**src/hdl/ipsel_cfg.svh**
```systemverilog
`ifndef IPSEL_CFG_SVH
`define IPSEL_CFG_SVH
// ****************************************
// register map and field layout
// ****************************************
`define IPSEL_REG_ADDR     8'hB8
`define IPSEL_RESET_VALUE  8'hC0
`define IPSEL_FIXED_MASK   8'hC0
`define IPSEL_BIT_EXT0     0
`define IPSEL_BIT_TIMER0   1
`define IPSEL_BIT_EXT1     2
`define IPSEL_BIT_TIMER1   3
`define IPSEL_BIT_SERIAL0  4
`define IPSEL_BIT_TIMER2   5
`define IPSEL_NUM_SRC      6
`endif

```
**src/hdl/ipsel_pkg.sv**
```systemverilog
package ipsel_pkg;
  // one bit per source, 1 = high priority
  typedef struct packed {
    logic timer2_priority;
    logic serial0_priority;
    logic timer1_priority;
    logic ext_irq1_priority;
    logic timer0_priority;
    logic ext_irq0_priority;
  } ipsel_prio_t;

  // sfr bus request: byte write or single bit write
  typedef struct packed {
    logic [7:0] addr;
    logic       wr_byte;
    logic       wr_bit;
    logic [2:0] bit_sel;
    logic [7:0] wdata;
  } ipsel_req_t;
endpackage : ipsel_pkg

```
**src/hdl/ipsel_top.sv**
```systemverilog
`timescale 1ns/1ps
`include "ipsel_cfg.svh"
module ipsel_top (
  input  wire logic                  sys_clk,    // 125 mhz system clock
  input  wire logic                  sys_rst,    // sync reset, active high
  input  wire ipsel_pkg::ipsel_req_t req,        // sfr bus request
  output logic [7:0]                 rdata,      // registered readback
  output ipsel_pkg::ipsel_prio_t     prio        // priority levels to arbiter
);
  import ipsel_pkg::*;

  // ****************************************
  // address decode
  // ****************************************
  // the full 8-bit address must match, so neighbouring sfrs never alias
  // onto this register; shared by the write path and the checks
  function automatic logic sfr_hit(input logic [7:0] addr);
    return addr == `IPSEL_REG_ADDR;
  endfunction : sfr_hit

  // ****************************************
  // register storage
  // ****************************************
  logic [7:0] interrupt_priority_levels; // held register value
  logic [7:0] next_levels;               // value after this edge
  logic       hit;                       // request aimed at register
  logic       byte_wr;                   // whole byte written
  logic       bit_wr;                    // single bit written

  // decode; a byte write wins when both strobes are up
  assign hit     = sfr_hit(req.addr);
  assign byte_wr = hit && req.wr_byte;
  assign bit_wr  = hit && !req.wr_byte && req.wr_bit;

  // byte write replaces low six bits, bit write touches one; top bits stay ones
  // the mask is forced after the merge so a bit write aimed at 7:6 is lost
  always_comb begin
    next_levels = interrupt_priority_levels;
    if (byte_wr) begin
      next_levels = req.wdata | `IPSEL_FIXED_MASK;
    end else if (bit_wr) begin
      next_levels[req.bit_sel] = req.wdata[0];
      next_levels = next_levels | `IPSEL_FIXED_MASK;
    end
  end

  // register update
  always_ff @(posedge sys_clk) begin
    if (sys_rst) begin
      interrupt_priority_levels <= `IPSEL_RESET_VALUE;
    end else begin
      interrupt_priority_levels <= next_levels;
    end
  end

  // ****************************************
  // outputs
  // ****************************************
  // outputs registered from next value so they track storage with no lag
  always_ff @(posedge sys_clk) begin
    if (sys_rst) begin
      rdata <= `IPSEL_RESET_VALUE;
      prio  <= '0;
    end else begin
      rdata                  <= next_levels;
      prio.timer2_priority   <= next_levels[`IPSEL_BIT_TIMER2];
      prio.serial0_priority  <= next_levels[`IPSEL_BIT_SERIAL0];
      prio.timer1_priority   <= next_levels[`IPSEL_BIT_TIMER1];
      prio.ext_irq1_priority <= next_levels[`IPSEL_BIT_EXT1];
      prio.timer0_priority   <= next_levels[`IPSEL_BIT_TIMER0];
      prio.ext_irq0_priority <= next_levels[`IPSEL_BIT_EXT0];
    end
  end

  // ****************************************
  // checks
  // ****************************************
  // all checks but the reset one are disabled while reset is applied

  // byte writes: every priority bit follows the written data one edge later
  // timer 2 source sits at bit 5
  chk_timer2_byte: assert property (@(posedge sys_clk) disable iff (sys_rst)
    hit && req.wr_byte |=> prio.timer2_priority == $past(req.wdata[5]))
    else $error("timer2 priority not taken");

  // uart0 source sits at bit 4
  chk_serial_byte: assert property (@(posedge sys_clk) disable iff (sys_rst)
    hit && req.wr_byte |=> prio.serial0_priority == $past(req.wdata[4]))
    else $error("uart0 priority not taken");

  // timer 1 source sits at bit 3
  chk_timer1_byte: assert property (@(posedge sys_clk) disable iff (sys_rst)
    hit && req.wr_byte |=> prio.timer1_priority == $past(req.wdata[3]))
    else $error("timer1 priority not taken");

  // external irq 1 sits at bit 2
  chk_ext1_byte: assert property (@(posedge sys_clk) disable iff (sys_rst)
    byte_wr |=> prio.ext_irq1_priority == $past(req.wdata[2]))
    else $error("ext1 priority not taken");

  // timer 0 source sits at bit 1
  chk_timer0_byte: assert property (@(posedge sys_clk) disable iff (sys_rst)
    byte_wr |=> prio.timer0_priority == $past(req.wdata[1]))
    else $error("timer0 priority not taken");

  // external irq 0 sits at bit 0
  chk_ext0_byte: assert property (@(posedge sys_clk) disable iff (sys_rst)
    byte_wr |=> prio.ext_irq0_priority == $past(req.wdata[0]))
    else $error("ext0 priority not taken");

  // both strobes up: the whole byte lands, the bit path is ignored
  // top bits still read ones whatever the data carried
  chk_byte_wins: assert property (@(posedge sys_clk) disable iff (sys_rst)
    hit && req.wr_byte && req.wr_bit
    |=> rdata == ($past(req.wdata) | `IPSEL_FIXED_MASK))
    else $error("byte write did not win over bit write");

  // bit writes: the selected bit takes wdata[0], the other five hold
  // one pair of checks per source so a swapped bit_sel decode shows up
  for (genvar gi = 0; gi < `IPSEL_NUM_SRC; gi++) begin : g_bit_chk
    // the addressed source takes the written value
    chk_bit_take: assert property (@(posedge sys_clk) disable iff (sys_rst)
      bit_wr && req.bit_sel == 3'(gi)
      |=> rdata[gi] == $past(req.wdata[0]))
      else $error("bit write not taken");

    // every other source keeps its level
    chk_bit_hold: assert property (@(posedge sys_clk) disable iff (sys_rst)
      bit_wr && req.bit_sel != 3'(gi)
      |=> rdata[gi] == $past(rdata[gi]))
      else $error("bit write disturbed a neighbour");
  end

  // timer 0 bit write seen on the priority output itself
  chk_timer0_bit: assert property (@(posedge sys_clk) disable iff (sys_rst)
    hit && !req.wr_byte && req.wr_bit && req.bit_sel == 3'h1
    |=> prio.timer0_priority == $past(req.wdata[0]))
    else $error("timer0 bit write lost");

  // a bit write aimed at the unused bits 7:6 changes nothing
  chk_fixed_bit: assert property (@(posedge sys_clk) disable iff (sys_rst)
    bit_wr && req.bit_sel[2:1] == 2'h3
    |=> rdata == $past(rdata))
    else $error("write to unused bit had an effect");

  // a bit write never moves more than one bit of the register
  chk_one_bit: assert property (@(posedge sys_clk) disable iff (sys_rst)
    bit_wr |=> $onehot0(rdata ^ $past(rdata)))
    else $error("bit write moved several bits");

  // unused bits read as ones at all times
  chk_top_ones: assert property (@(posedge sys_clk) disable iff (sys_rst)
    rdata[7:6] == 2'h3)
    else $error("unused bits not ones");

  // the arbiter sees the same external irq levels as a read of the register
  chk_ext_map: assert property (@(posedge sys_clk) disable iff (sys_rst)
    prio.ext_irq1_priority == rdata[2] && prio.ext_irq0_priority == rdata[0])
    else $error("external priority mismatch");

  // upper two sources mapped to bits 5 and 4
  chk_timer2_map: assert property (@(posedge sys_clk) disable iff (sys_rst)
    prio.timer2_priority == rdata[5] && prio.serial0_priority == rdata[4])
    else $error("priority output mismatch");

  // timer 1 and timer 0 sources mapped to bits 3 and 1
  chk_low_map: assert property (@(posedge sys_clk) disable iff (sys_rst)
    prio.timer1_priority == rdata[3] && prio.timer0_priority == rdata[1])
    else $error("timer priority output mismatch");

  // readback and storage are loaded together and must never drift apart
  chk_rdata_store: assert property (@(posedge sys_clk) disable iff (sys_rst)
    rdata == interrupt_priority_levels)
    else $error("readback differs from storage");

  // two idle cycles in a row leave the register alone
  chk_hold_idle: assert property (@(posedge sys_clk) disable iff (sys_rst)
    !hit ##1 !hit |=> $stable(rdata))
    else $error("register changed without access");

  // a request to any other address is ignored
  chk_miss_ignored: assert property (@(posedge sys_clk) disable iff (sys_rst)
    !hit |=> rdata == $past(rdata))
    else $error("foreign address changed register");

  // reset check runs without disable so that the reset edge itself is seen
  chk_reset_value: assert property (@(posedge sys_clk)
    sys_rst |=> rdata == `IPSEL_RESET_VALUE && prio == '0)
    else $error("reset value not loaded");
endmodule : ipsel_top

```
**config.mk**
```make
export PLATFORM = sky130hd
export DESIGN_NAME = ipsel_top
export DESIGN_NICKNAME = d
export VERILOG_FILES = /design/src/hdl/ipsel_pkg.sv /design/src/hdl/ipsel_top.sv
export VERILOG_INCLUDE_DIRS = /design/src /design/src/hdl
export SDC_FILE = /design/constraint.sdc
export NUM_CORES = 1
export LEC_CHECK = 0
export BUFFER_PORTS_ARGS = -buffer_cell sky130_fd_sc_hd__clkbuf_2
export CAP_MARGIN = 20
export CORE_AREA = 4 4 41 43
export CTS_CLUSTER_SIZE = 8
export DETAILED_ROUTE_END_ITERATION = 8
export DIE_AREA = 0 0 45 47
export PLACE_DENSITY = 0.8
export SYNTH_ARGS = -nofsm -noshare
export SYNTH_HDL_FRONTEND = slang
export SYNTH_SLANG_ARGS = --single-unit
```
**constraint.sdc**
```tcl
create_clock -name sys_clk -period 1.25 [get_ports sys_clk]
set_input_delay 0.0625 -clock sys_clk [delete_from_list [all_inputs] [get_ports sys_clk]]
set_output_delay 0.0625 -clock sys_clk [all_outputs]
set_load 0.01 [all_outputs]
```
==> results of run 1 <==
-- final timing paths --
path | cells after the start | end | slack (ns) | start
hold / removal | 3 | rdata[0]$_SDFFE_PP0P_ | 0.11 | req[0]
setup / recovery | 2 | rdata[1]$_SDFFE_PP0P_ | 0.36 | rdata[1]$_SDFFE_PP0P_
hold reg to reg | 2 | rdata[4]$_SDFFE_PP0P_ | 0.49 | rdata[4]$_SDFFE_PP0P_
setup reg to reg | 2 | rdata[1]$_SDFFE_PP0P_ | 0.36 | rdata[1]$_SDFFE_PP0P_
-- kinds of logic (layout without fill, tap and decap cells) --
group	count (synthesis)	after routing
AOI/OAI and AO/OA	17	17
buffers and inverters	12	38
DFF	6	6
muxes	1	1
other	1	2
and+or+nand+nor	19	19
-- final cells by class --
class / count / area (sq um)
Timing Repair Buffer: 32 / 160
Sequential cell: 6 / 120
Tap cell: 15 / 18.8
Clock buffer: 3 / 22.5
Multi-Input combinational cell: 39 / 357
Inverter: 3 / 11.3
Fill cell: 137 / 612
-- critical path, cell delays in order (launching register included) --
cell       delay (ns)
dfxtp_1          0.37
a21oi_1          0.07
a2111oi_2        0.34
-- cell usage in the layout, fill, tap and decap left out --
master and count:
nand2b_1 2, a21oi_1 3, a22oi_1 2, and4b_1 1, clkbuf_4 3, mux2i_1 1
o32ai_1 2, a311oi_1 1, o2bb2ai_2 2, a2111oi_2 3, inv_1 3, and2b_1 1
nor2_1 2, and4bb_4 2, or3_1 1, dfxtp_1 6, nand4bb_1 2, conb_1 2
nor2b_1 1, o211ai_1 1, and4bb_2 2, and4bb_1 1, nor4bb_1 1, clkbuf_2 32
nor3_1 2, o211a_1 2, nor4b_1 1, o2bb2ai_1 1
-- routing by layer --
layer / GRT usage / vias to the layer above / wire length (microns)
li1: - / 270 / -
met3: 0.0115 / 5 / 122
met5: 0 / - / 0
met2: 0.260 / 27 / 683
met1: 0.174 / 248 / 548
met4: 0.105 / 0 / 42
-- stage by stage --
| step | cell area [sq um] | util | instances | power (mW) | worst slack [ns] |
|---|---|---|---|---|---|
| 4_1_cts | 689 | 0.530 | 98 | 0.479 | 0.371 |
| 5_1_grt | 689 | 0.530 | 98 | 0.500 | 0.267 |
| 3_3_place_gp | 667 | 0.513 | 95 | 0.292 | 0.214 |
| 3_5_place_dp | 667 | 0.513 | 95 | 0.296 | 0.171 |
| 6_report | 689 | 0.530 | 98 | 0.475 | 0.363 |
| 2_1_floorplan | 556 | - | 57 | 0.250 | 0.373 |
-- power by group --
group / total (mW) / internal (mW) / switching (mW) / leakage (nW)
logic: 0.100 / 0.0488 / 0.0516 / 0.262
clock network: 0.182 / 0.109 / 0.0731 / 0.0138
registers: 0.192 / 0.192 / 0.000250 / 0.0483
==> metrics, run 1 <==
XOR/XNOR Fraction of Synth Area 0; Synth top area share 0.218; Synth cell types 28; ys flop type dfxtp_1; clk buf depth 2; largest net degree at the start of global routing 13; Post-DP HPWL 1.14 mm; WL/cell between 10 and 15 microns; fin crit share 0.709; Worst VDD drop approximately 0.0004 V; CP Class reg2reg; initial antenna violation count 0; CTS Buf Count 3; Global Route Usage Sum 0.150; Synth Area in Compound Gates 0.304; nets@finish ~110; DRT iter0 DRCs 2; unrepaired setup endpoints after global routing false; Highest Clock Rate 1130 MHz; max reg flops 6; wire length of the first global-routing pass 2.27 mm; worst hold margin around 0.11 ns; YS warnings 0; Seq cells post-synth 6; Detailed Route WL between 1 and 1.5 mm; leading area contributor after synthesis dfxtp_1; RePlAce Congestion about 0.73; Pre-antenna DRT Iters 2; CORE AREA 1300 sq um; Rows 13; Hold Path Class in2reg; H-tree levels 1; Synth area leaders dfxtp_1, buf_4, a2111oi_2; most common cell in the netlist buf_4; DR vias 550; pwr/cell area 689 nW/um^2; Cells after Synth 56; clk root buf clkbuf_4; Port Buffers 32; Clock Skew 0 ns; Final min period 0.887 ns; Reg clk slew, reported paths around 0.05 ns; clk_lat worst skew between 0.2 and 0.3 ns; TNS Setup 0 ns; CTS tree yes; share of cells above drive strength 1 0.530; Die Y between 40 and 50 microns; EDFF count, synth 0; CP Capture Type flop; die width about 45 microns; Netlist Area Pre-Place 552 sq um; hold violation count in the final report 0; Via density approximately 5.6; vias in the first global route 535; Post-Synth Adder-Cell Area 0; final count of pins violating max slew 0; Synth Area in Simple Gates 0.311; clk sink count 6; Worst Path Required between 1 and 1.5 ns; arrival time worst endpoint 1.03 ns; Async SR Flop Fraction 0; Starting Density 0.424; Ant. Diodes 0; Post-synth top cells buf_4, dfxtp_1, a2111oi_2, a21oi_1, inv_1; largest registers rdata: 6 flops; DR DRC count 0; main combinational cell family by area after synthesis simple AND/OR/NAND/NOR gates; GR Overflow Total 0; max cap viols 0; number of routed nets with antenna violations 0; syn_area_per_cell 9.85 sq um; register area share after synthesis 0.218; Layout area overhead 24.9%; setup violators final 0; leakage 0.324 nW; post-cts resize count 0; Setup crit start kind flop; Most flops, register rdata; I/O pin count 37; mux share of post-synthesis cell area 0.0181; Die Area roughly 2100 sq um; CP Max Fanout 4; Setup Fix Bufs, Post-CTS 0; outcome finished clean; hold_buf cts 0
Power figures use the tool's default switching activity.
==> run 2: changes to the inputs <==
--- a/config.mk
+++ b/config.mk
@@ -8,11 +8,11 @@
 export LEC_CHECK = 0
 export BUFFER_PORTS_ARGS = -buffer_cell sky130_fd_sc_hd__clkbuf_2
 export CAP_MARGIN = 20
-export CORE_AREA = 4 4 41 43
+export CORE_MARGIN = 4
+export CORE_UTILIZATION = 36
 export CTS_CLUSTER_SIZE = 8
 export DETAILED_ROUTE_END_ITERATION = 8
-export DIE_AREA = 0 0 45 47
-export PLACE_DENSITY = 0.8
+export PLACE_DENSITY = 0.73
 export SYNTH_ARGS = -nofsm -noshare
 export SYNTH_HDL_FRONTEND = slang
 export SYNTH_SLANG_ARGS = --single-unit
==> constraint.sdc (replaced) <==
create_clock -name sys_clk -period 0.8 [get_ports sys_clk]
set_input_delay 0.04 -clock sys_clk [delete_from_list [all_inputs] [get_ports sys_clk]]
set_output_delay 0.04 -clock sys_clk [all_outputs]
set_load 0.01 [all_outputs]
==> run 2 against run 1 <==
The flow now finishes with violations (negative setup slack). Largest power group is now clock. Non-clock buffer count increased by 5. Critical endpoint is now prio[3]. Flip-flop and latch count did not move. Routed wire length up 9.6%. Largest cell class unchanged.
==> metrics, run 2 (same netlist as run 1, synthesis figures left out) <==
clk_lat worst skew 0.25 ns (about the same); CTS tree yes; post-cts resize count 4 (+4); number of routed nets with antenna violations 0 (unchanged); Final min period 0.859 ns; DP Worst Slack -0.188 ns (-0.359 ns); die width 47.2 microns (+4.8%); clk root buf clkbuf_4; clk buf depth 2 (unchanged); violations in the final reports negative setup slack; H-tree levels 1 (unchanged); largest net degree at the start of global routing 8 (-5); leakage 0.360 nW (+11%); share of cells above drive strength 1 0.659 (+0.129); wire length of the first global-routing pass 2.20 mm (-3.0%); DR DRC count 0 (unchanged); hold violation count in the final report 0 (unchanged); vias in the first global route 502 (-6.2%); max cap viols 0 (unchanged); CORE AREA 1370 sq um (+5.0%); CP Max Fanout 3 (-1); Hold Path Class in2reg; unrepaired setup endpoints after global routing true; clk sink count 6 (unchanged); most common cell after layout, fill and taps aside clkbuf_2; hold_buf cts 0 (unchanged); outcome complete, but fails checks; WL/cell 14.9 microns (+4.3%); CTS Buf Count 3 (unchanged); DR vias 559 (+1.6%); Port Buffers 32 (unchanged); max reg flops 6 (unchanged); Pre-antenna DRT Iters 4 (+2); most frequent cells in the layout clkbuf_2, buf_4; Rows 13 (unchanged); RePlAce Congestion 0.835 (+14%); nets@finish 113 (+4.6%); Post-DP HPWL 1.28 mm (+12%); Highest Clock Rate about 1200 MHz; largest registers rdata: 6 flops; Via density 5.43 (-3.3%); fin crit share 1.07; GR Overflow Total 0 (unchanged); CP Capture Type output port; I/O pin count 37 (unchanged); Detailed Route WL 1.53 mm (+9.6%); initial antenna violation count 0 (unchanged); Layout area overhead 40.6%; Global Route Usage Sum 0.139 (-0.0110); Setup WS post-layout -0.0587 ns (-0.422 ns); Ant. Diodes 0 (unchanged); CP Class reg2out; DRT iter0 DRCs 6 (+4); Die Area 2220 sq um (+5.1%); Setup Fix Bufs, Post-CTS 0 (unchanged); Final Util 0.568 (+0.0380); Most flops, register rdata; Clock Skew 0 ns (unchanged); arrival time worst endpoint 0.82 ns (-0.21 ns); Starting Density 0.404 (-0.0202); Reg clk slew, reported paths 0.05 ns (about the same); Pwr Total 0.764 mW (+61%); Worst VDD drop 0.000507 V (+27%); Worst Path Required 0.76 ns (-0.63 ns); pwr/cell area 984 nW/um^2 (+43%); Die Y 47.2 microns (+0.32%); setup violators final 3 (+3); Setup crit start kind flop; final count of pins violating max slew 0 (unchanged)
==> run 2: cell count changes in the layout (fill, tap and decap cells not counted), sizes merged <==
cell | before | now
buf | 0 | 7
clkbuf | 35 | 33
==> run 2: final cells by class <==
| class | instances | area [sq um] |
|---|---|---|
| clock buffers | 3 | 22.5 |
| fillers | 123 | 591 |
| inverters | 3 | 11.3 |
| multi-input cells | 39 | 375 |
| flip-flops and latches | 6 | 134 |
| well taps | 15 | 18.8 |
| repair buffers | 37 | 214 |
==> run 2: final timing paths <==
path	start	slack, ns	endpoint	cells after the start
max	rdata[3]$_SDFFE_PP0P_	-0.06	prio[3]	2
min	req[1]	0.09	rdata[1]$_SDFFE_PP0P_	3
max reg2reg	rdata[3]$_SDFFE_PP0P_	-0.01	rdata[3]$_SDFFE_PP0P_	2
min reg2reg	rdata[4]$_SDFFE_PP0P_	0.48	rdata[4]$_SDFFE_PP0P_	2
==> run 2: critical path, stage by stage (launching register included) <==
cell     delay (ns)
dfxtp_4        0.35
buf_6          0.11
buf_6          0.11
==> run 2: stage by stage <==
step,setup TNS [ns],hold slack (ns),instance area (sq um),instances
floorplan,-0.0799,0.120,567,57
global placement,-0.878,0.322,723,101
detailed placement,-1.03,0.340,723,101
CTS,-0.131,0.0858,746,103
global route,-0.257,0.115,776,103
finish,-0.131,0.0934,776,103
==> run 2: per-layer routing <==
metal,track usage,wire length (microns),up-vias
li1,-,-,281
met1,0.188,641,253
met2,0.217,768,25
met3,0.0268,120,0
met4,0.0497,0,0
met5,0,0,-
==> run 2: where the power goes <==
group	switching, mW	internal (mW)	total (mW)
Clock	0.124	0.171	0.295
Sequential	0.000440	0.290	0.290
Combinational	0.0887	0.0899	0.179
==> run 3: changes to the inputs <==
--- a/config.mk
+++ b/config.mk
@@ -6,13 +6,14 @@
 export SDC_FILE = /design/constraint.sdc
 export NUM_CORES = 1
 export LEC_CHECK = 0
+export ABC_AREA = 1
 export BUFFER_PORTS_ARGS = -buffer_cell sky130_fd_sc_hd__clkbuf_2
 export CAP_MARGIN = 20
 export CORE_MARGIN = 4
-export CORE_UTILIZATION = 36
+export CORE_UTILIZATION = 44
 export CTS_CLUSTER_SIZE = 8
 export DETAILED_ROUTE_END_ITERATION = 8
-export PLACE_DENSITY = 0.73
+export PLACE_DENSITY = 0.78
 export SYNTH_ARGS = -nofsm -noshare
 export SYNTH_HDL_FRONTEND = slang
 export SYNTH_SLANG_ARGS = --single-unit
==> constraint.sdc (replaced) <==
create_clock -name sys_clk -period 0.9 [get_ports sys_clk]
set_input_delay 0.045 -clock sys_clk [delete_from_list [all_inputs] [get_ports sys_clk]]
set_output_delay 0.045 -clock sys_clk [all_outputs]
set_load 0.02 [all_outputs]
==> run 3 against run 2 <==
The run now ends clean. Die area is 7.5% higher. Cell area up 14%. First-iteration DRC count rose by 130%. Clock power shrank 20%. Largest power group is now sequential cells. Sequential power decreased by 7.6%. Register-to-register slack better by 0.25 ns.
==> metrics, run 3 <==
outcome finished clean; Setup Fix Bufs, Post-CTS 0 (unchanged); fill count 169 (+37%); RePlAce Congestion 0.850 (+1.8%); multi-input logic area 419 sq um (+12%); final count of pins violating max slew 0 (unchanged); Synth top area share 0.163 (-0.0544); CORE AREA 1540 sq um (+13%); slowest CP cell dfxtp_1; most common cell in the netlist nor2_1; clk_lat worst skew 0.24 ns (about the same); DRT iter0 DRCs 14 (+8); Setup WS post-layout 0.0905 ns (+0.149 ns); Starting Density 0.477 (+0.0734); vias in the first global route 657 (+31%); hold_buf cts 0 (unchanged); leading area contributor after synthesis dfxtp_1; CP Buf/Inv Count 1 (-1); YS warnings 0 (unchanged); number of routed nets with antenna violations 0 (unchanged); max reg flops 6 (unchanged); Pre-antenna DRT Iters 4 (unchanged); Final Util 0.572 (+0.00447); max cap viols 0 (unchanged); EDFF count, synth 0 (unchanged); crit-path max cell delay 0.34 ns (about the same); Global Route Usage Sum 0.140 (+0.00154); Post-DP Area 860 sq um (+19%); clk root buf clkbuf_4; CTS Buf Count 3 (unchanged); DR vias 805 (+44%); Synth cell types 17 (-39%); fin area 882 sq um (+14%); post-cts resize count 0 (-4); leakage 0.533 nW (+48%); clk buf depth 2 (unchanged); DP Worst Slack -0.0604 ns (+0.128 ns); GR Overflow Total 0 (unchanged); final non-filler cell total 173 (+68%); Synth area leaders dfxtp_1, nor2_1, nand3_1; Post-DP HPWL 1.39 mm (+8.6%); Async SR Flop Fraction 0 (unchanged); register area share after synthesis 0.163 (-0.0544); Setup crit start kind flop; initial antenna violation count 0 (unchanged); H-tree levels 1 (unchanged); Pwr Total 0.671 mW (-12%); syn_area_per_cell 5.79 sq um (-41%); I/O pin count 37 (unchanged); Layout area overhead 19.9%; hold violation count in the final report 0 (unchanged); Rows 14 (+1); largest net degree at the start of global routing 11 (+3); clk sink count 6 (unchanged); pwr/cell area 760 nW/um^2 (-23%); length of routed met3 wiring 107 microns (-11%); fin crit share 0.899; largest registers rdata: 6 flops; Clock Skew 0 ns (unchanged); Die Y 48.9 microns (+3.7%); Post-synth top cells nor2_1, inv_1, nand2_1, nand3_1, nand4_1; ys flop type dfxtp_1; Cells after Synth 127 (+130%); CP Max Fanout 3 (unchanged); Via density 4.65 (-14%); Seq cells post-synth 6 (unchanged); Detailed Route WL 1.60 mm (+4.6%); Port Buffers 32 (unchanged); Most flops, register rdata; die width 48.9 microns (+3.7%); Hold Path Class in2reg; CP Capture Type output port; most frequent cells in the layout clkbuf_2, nor2_1, inv_1; Top Layer Used met4; most common cell after layout, fill and taps aside clkbuf_2; Die Area 2390 sq um (+7.5%); Worst Path Required 0.85 ns (+0.09 ns); Reg clk slew, reported paths 0.04 ns (about the same); DR DRC count 0 (unchanged); CP cell instances clkbuf_2; unrepaired setup endpoints after global routing false; setup violators final 0 (-3); Worst VDD drop 0.000355 V (-30%); Reg area 120 sq um (-10%); nets@finish 182 (+61%); CTS tree yes; Placed Instances 170 (+68%); arrival time worst endpoint 0.76 ns (-0.06 ns); share of cells above drive strength 1 0.338 (-0.322); WL/cell 9.26 microns (-38%); Met2 Wirelength 751 microns (-2.2%); Netlist Area Pre-Place 736 sq um (+33%); Final min period between 0.8 and 0.9 ns; wire length of the first global-routing pass 2.71 mm (+23%); met1 WL 715 microns (+12%); CP top delay family flip-flops; Ant. Diodes 0 (unchanged); Highest Clock Rate ~1200 MHz; CP Class reg2out
==> run 3: cells by family (layout without fill, tap and decap cells) <==
logic type      Yosys count  after routing  synth area share
flops                     6              6             0.163
compound gates            1              1           0.00680
other cells               1              2           0.00510
buf+inv                  37             66             0.272
simple gates             82             82             0.553
==> run 3: report_power, final <==
group          switching [mW]  internal (mW)  leakage (nW)
logic                   0.100         0.0657         0.471
clock network          0.0868          0.150        0.0138
registers            0.000438          0.268        0.0483
total                   0.187          0.483         0.533
==> run 3: area by class of cell <==
type / instances / area share
clock buffers: 3 / 0.0255
inverters: 25 / 0.108
repair buffers: 38 / 0.233
well taps: 16 / 0.0227
flip-flops and latches: 6 / 0.136
multi-input cells: 85 / 0.475
==> run 3: through the flow <==
stage                     hold slack (ns)  TNS, ns
after floorplan                     0.177        0
after global placement              0.300  -0.0883
after detailed placement            0.301   -0.239
after CTS                          0.0518        0
after global routing               0.0607        0
final                              0.0556        0
==> run 3: path summary, 6_finish.rpt <==
check / endpoint / from / slack, ns / cells past startpoint
worst max register to register: rdata[4]$_SDFFE_PP0P_ / rdata[4]$_SDFFE_PP0P_ / 0.24 / 4
worst min-delay path: rdata[0]$_SDFFE_PP0P_ / req[0] / 0.06 / 3
worst max-delay path: prio[0] / rdata[0]$_SDFFE_PP0P_ / 0.09 / 1
worst min register to register: rdata[2]$_SDFFE_PP0P_ / rdata[2]$_SDFFE_PP0P_ / 0.55 / 4
==> run 3: metal layers <==
layer / GRT usage / vias to the layer above
met5: 0 / -
met4: 0.0807 / 0
met3: 0.0245 / 4
met2: 0.222 / 24
met1: 0.176 / 328
li1: - / 449
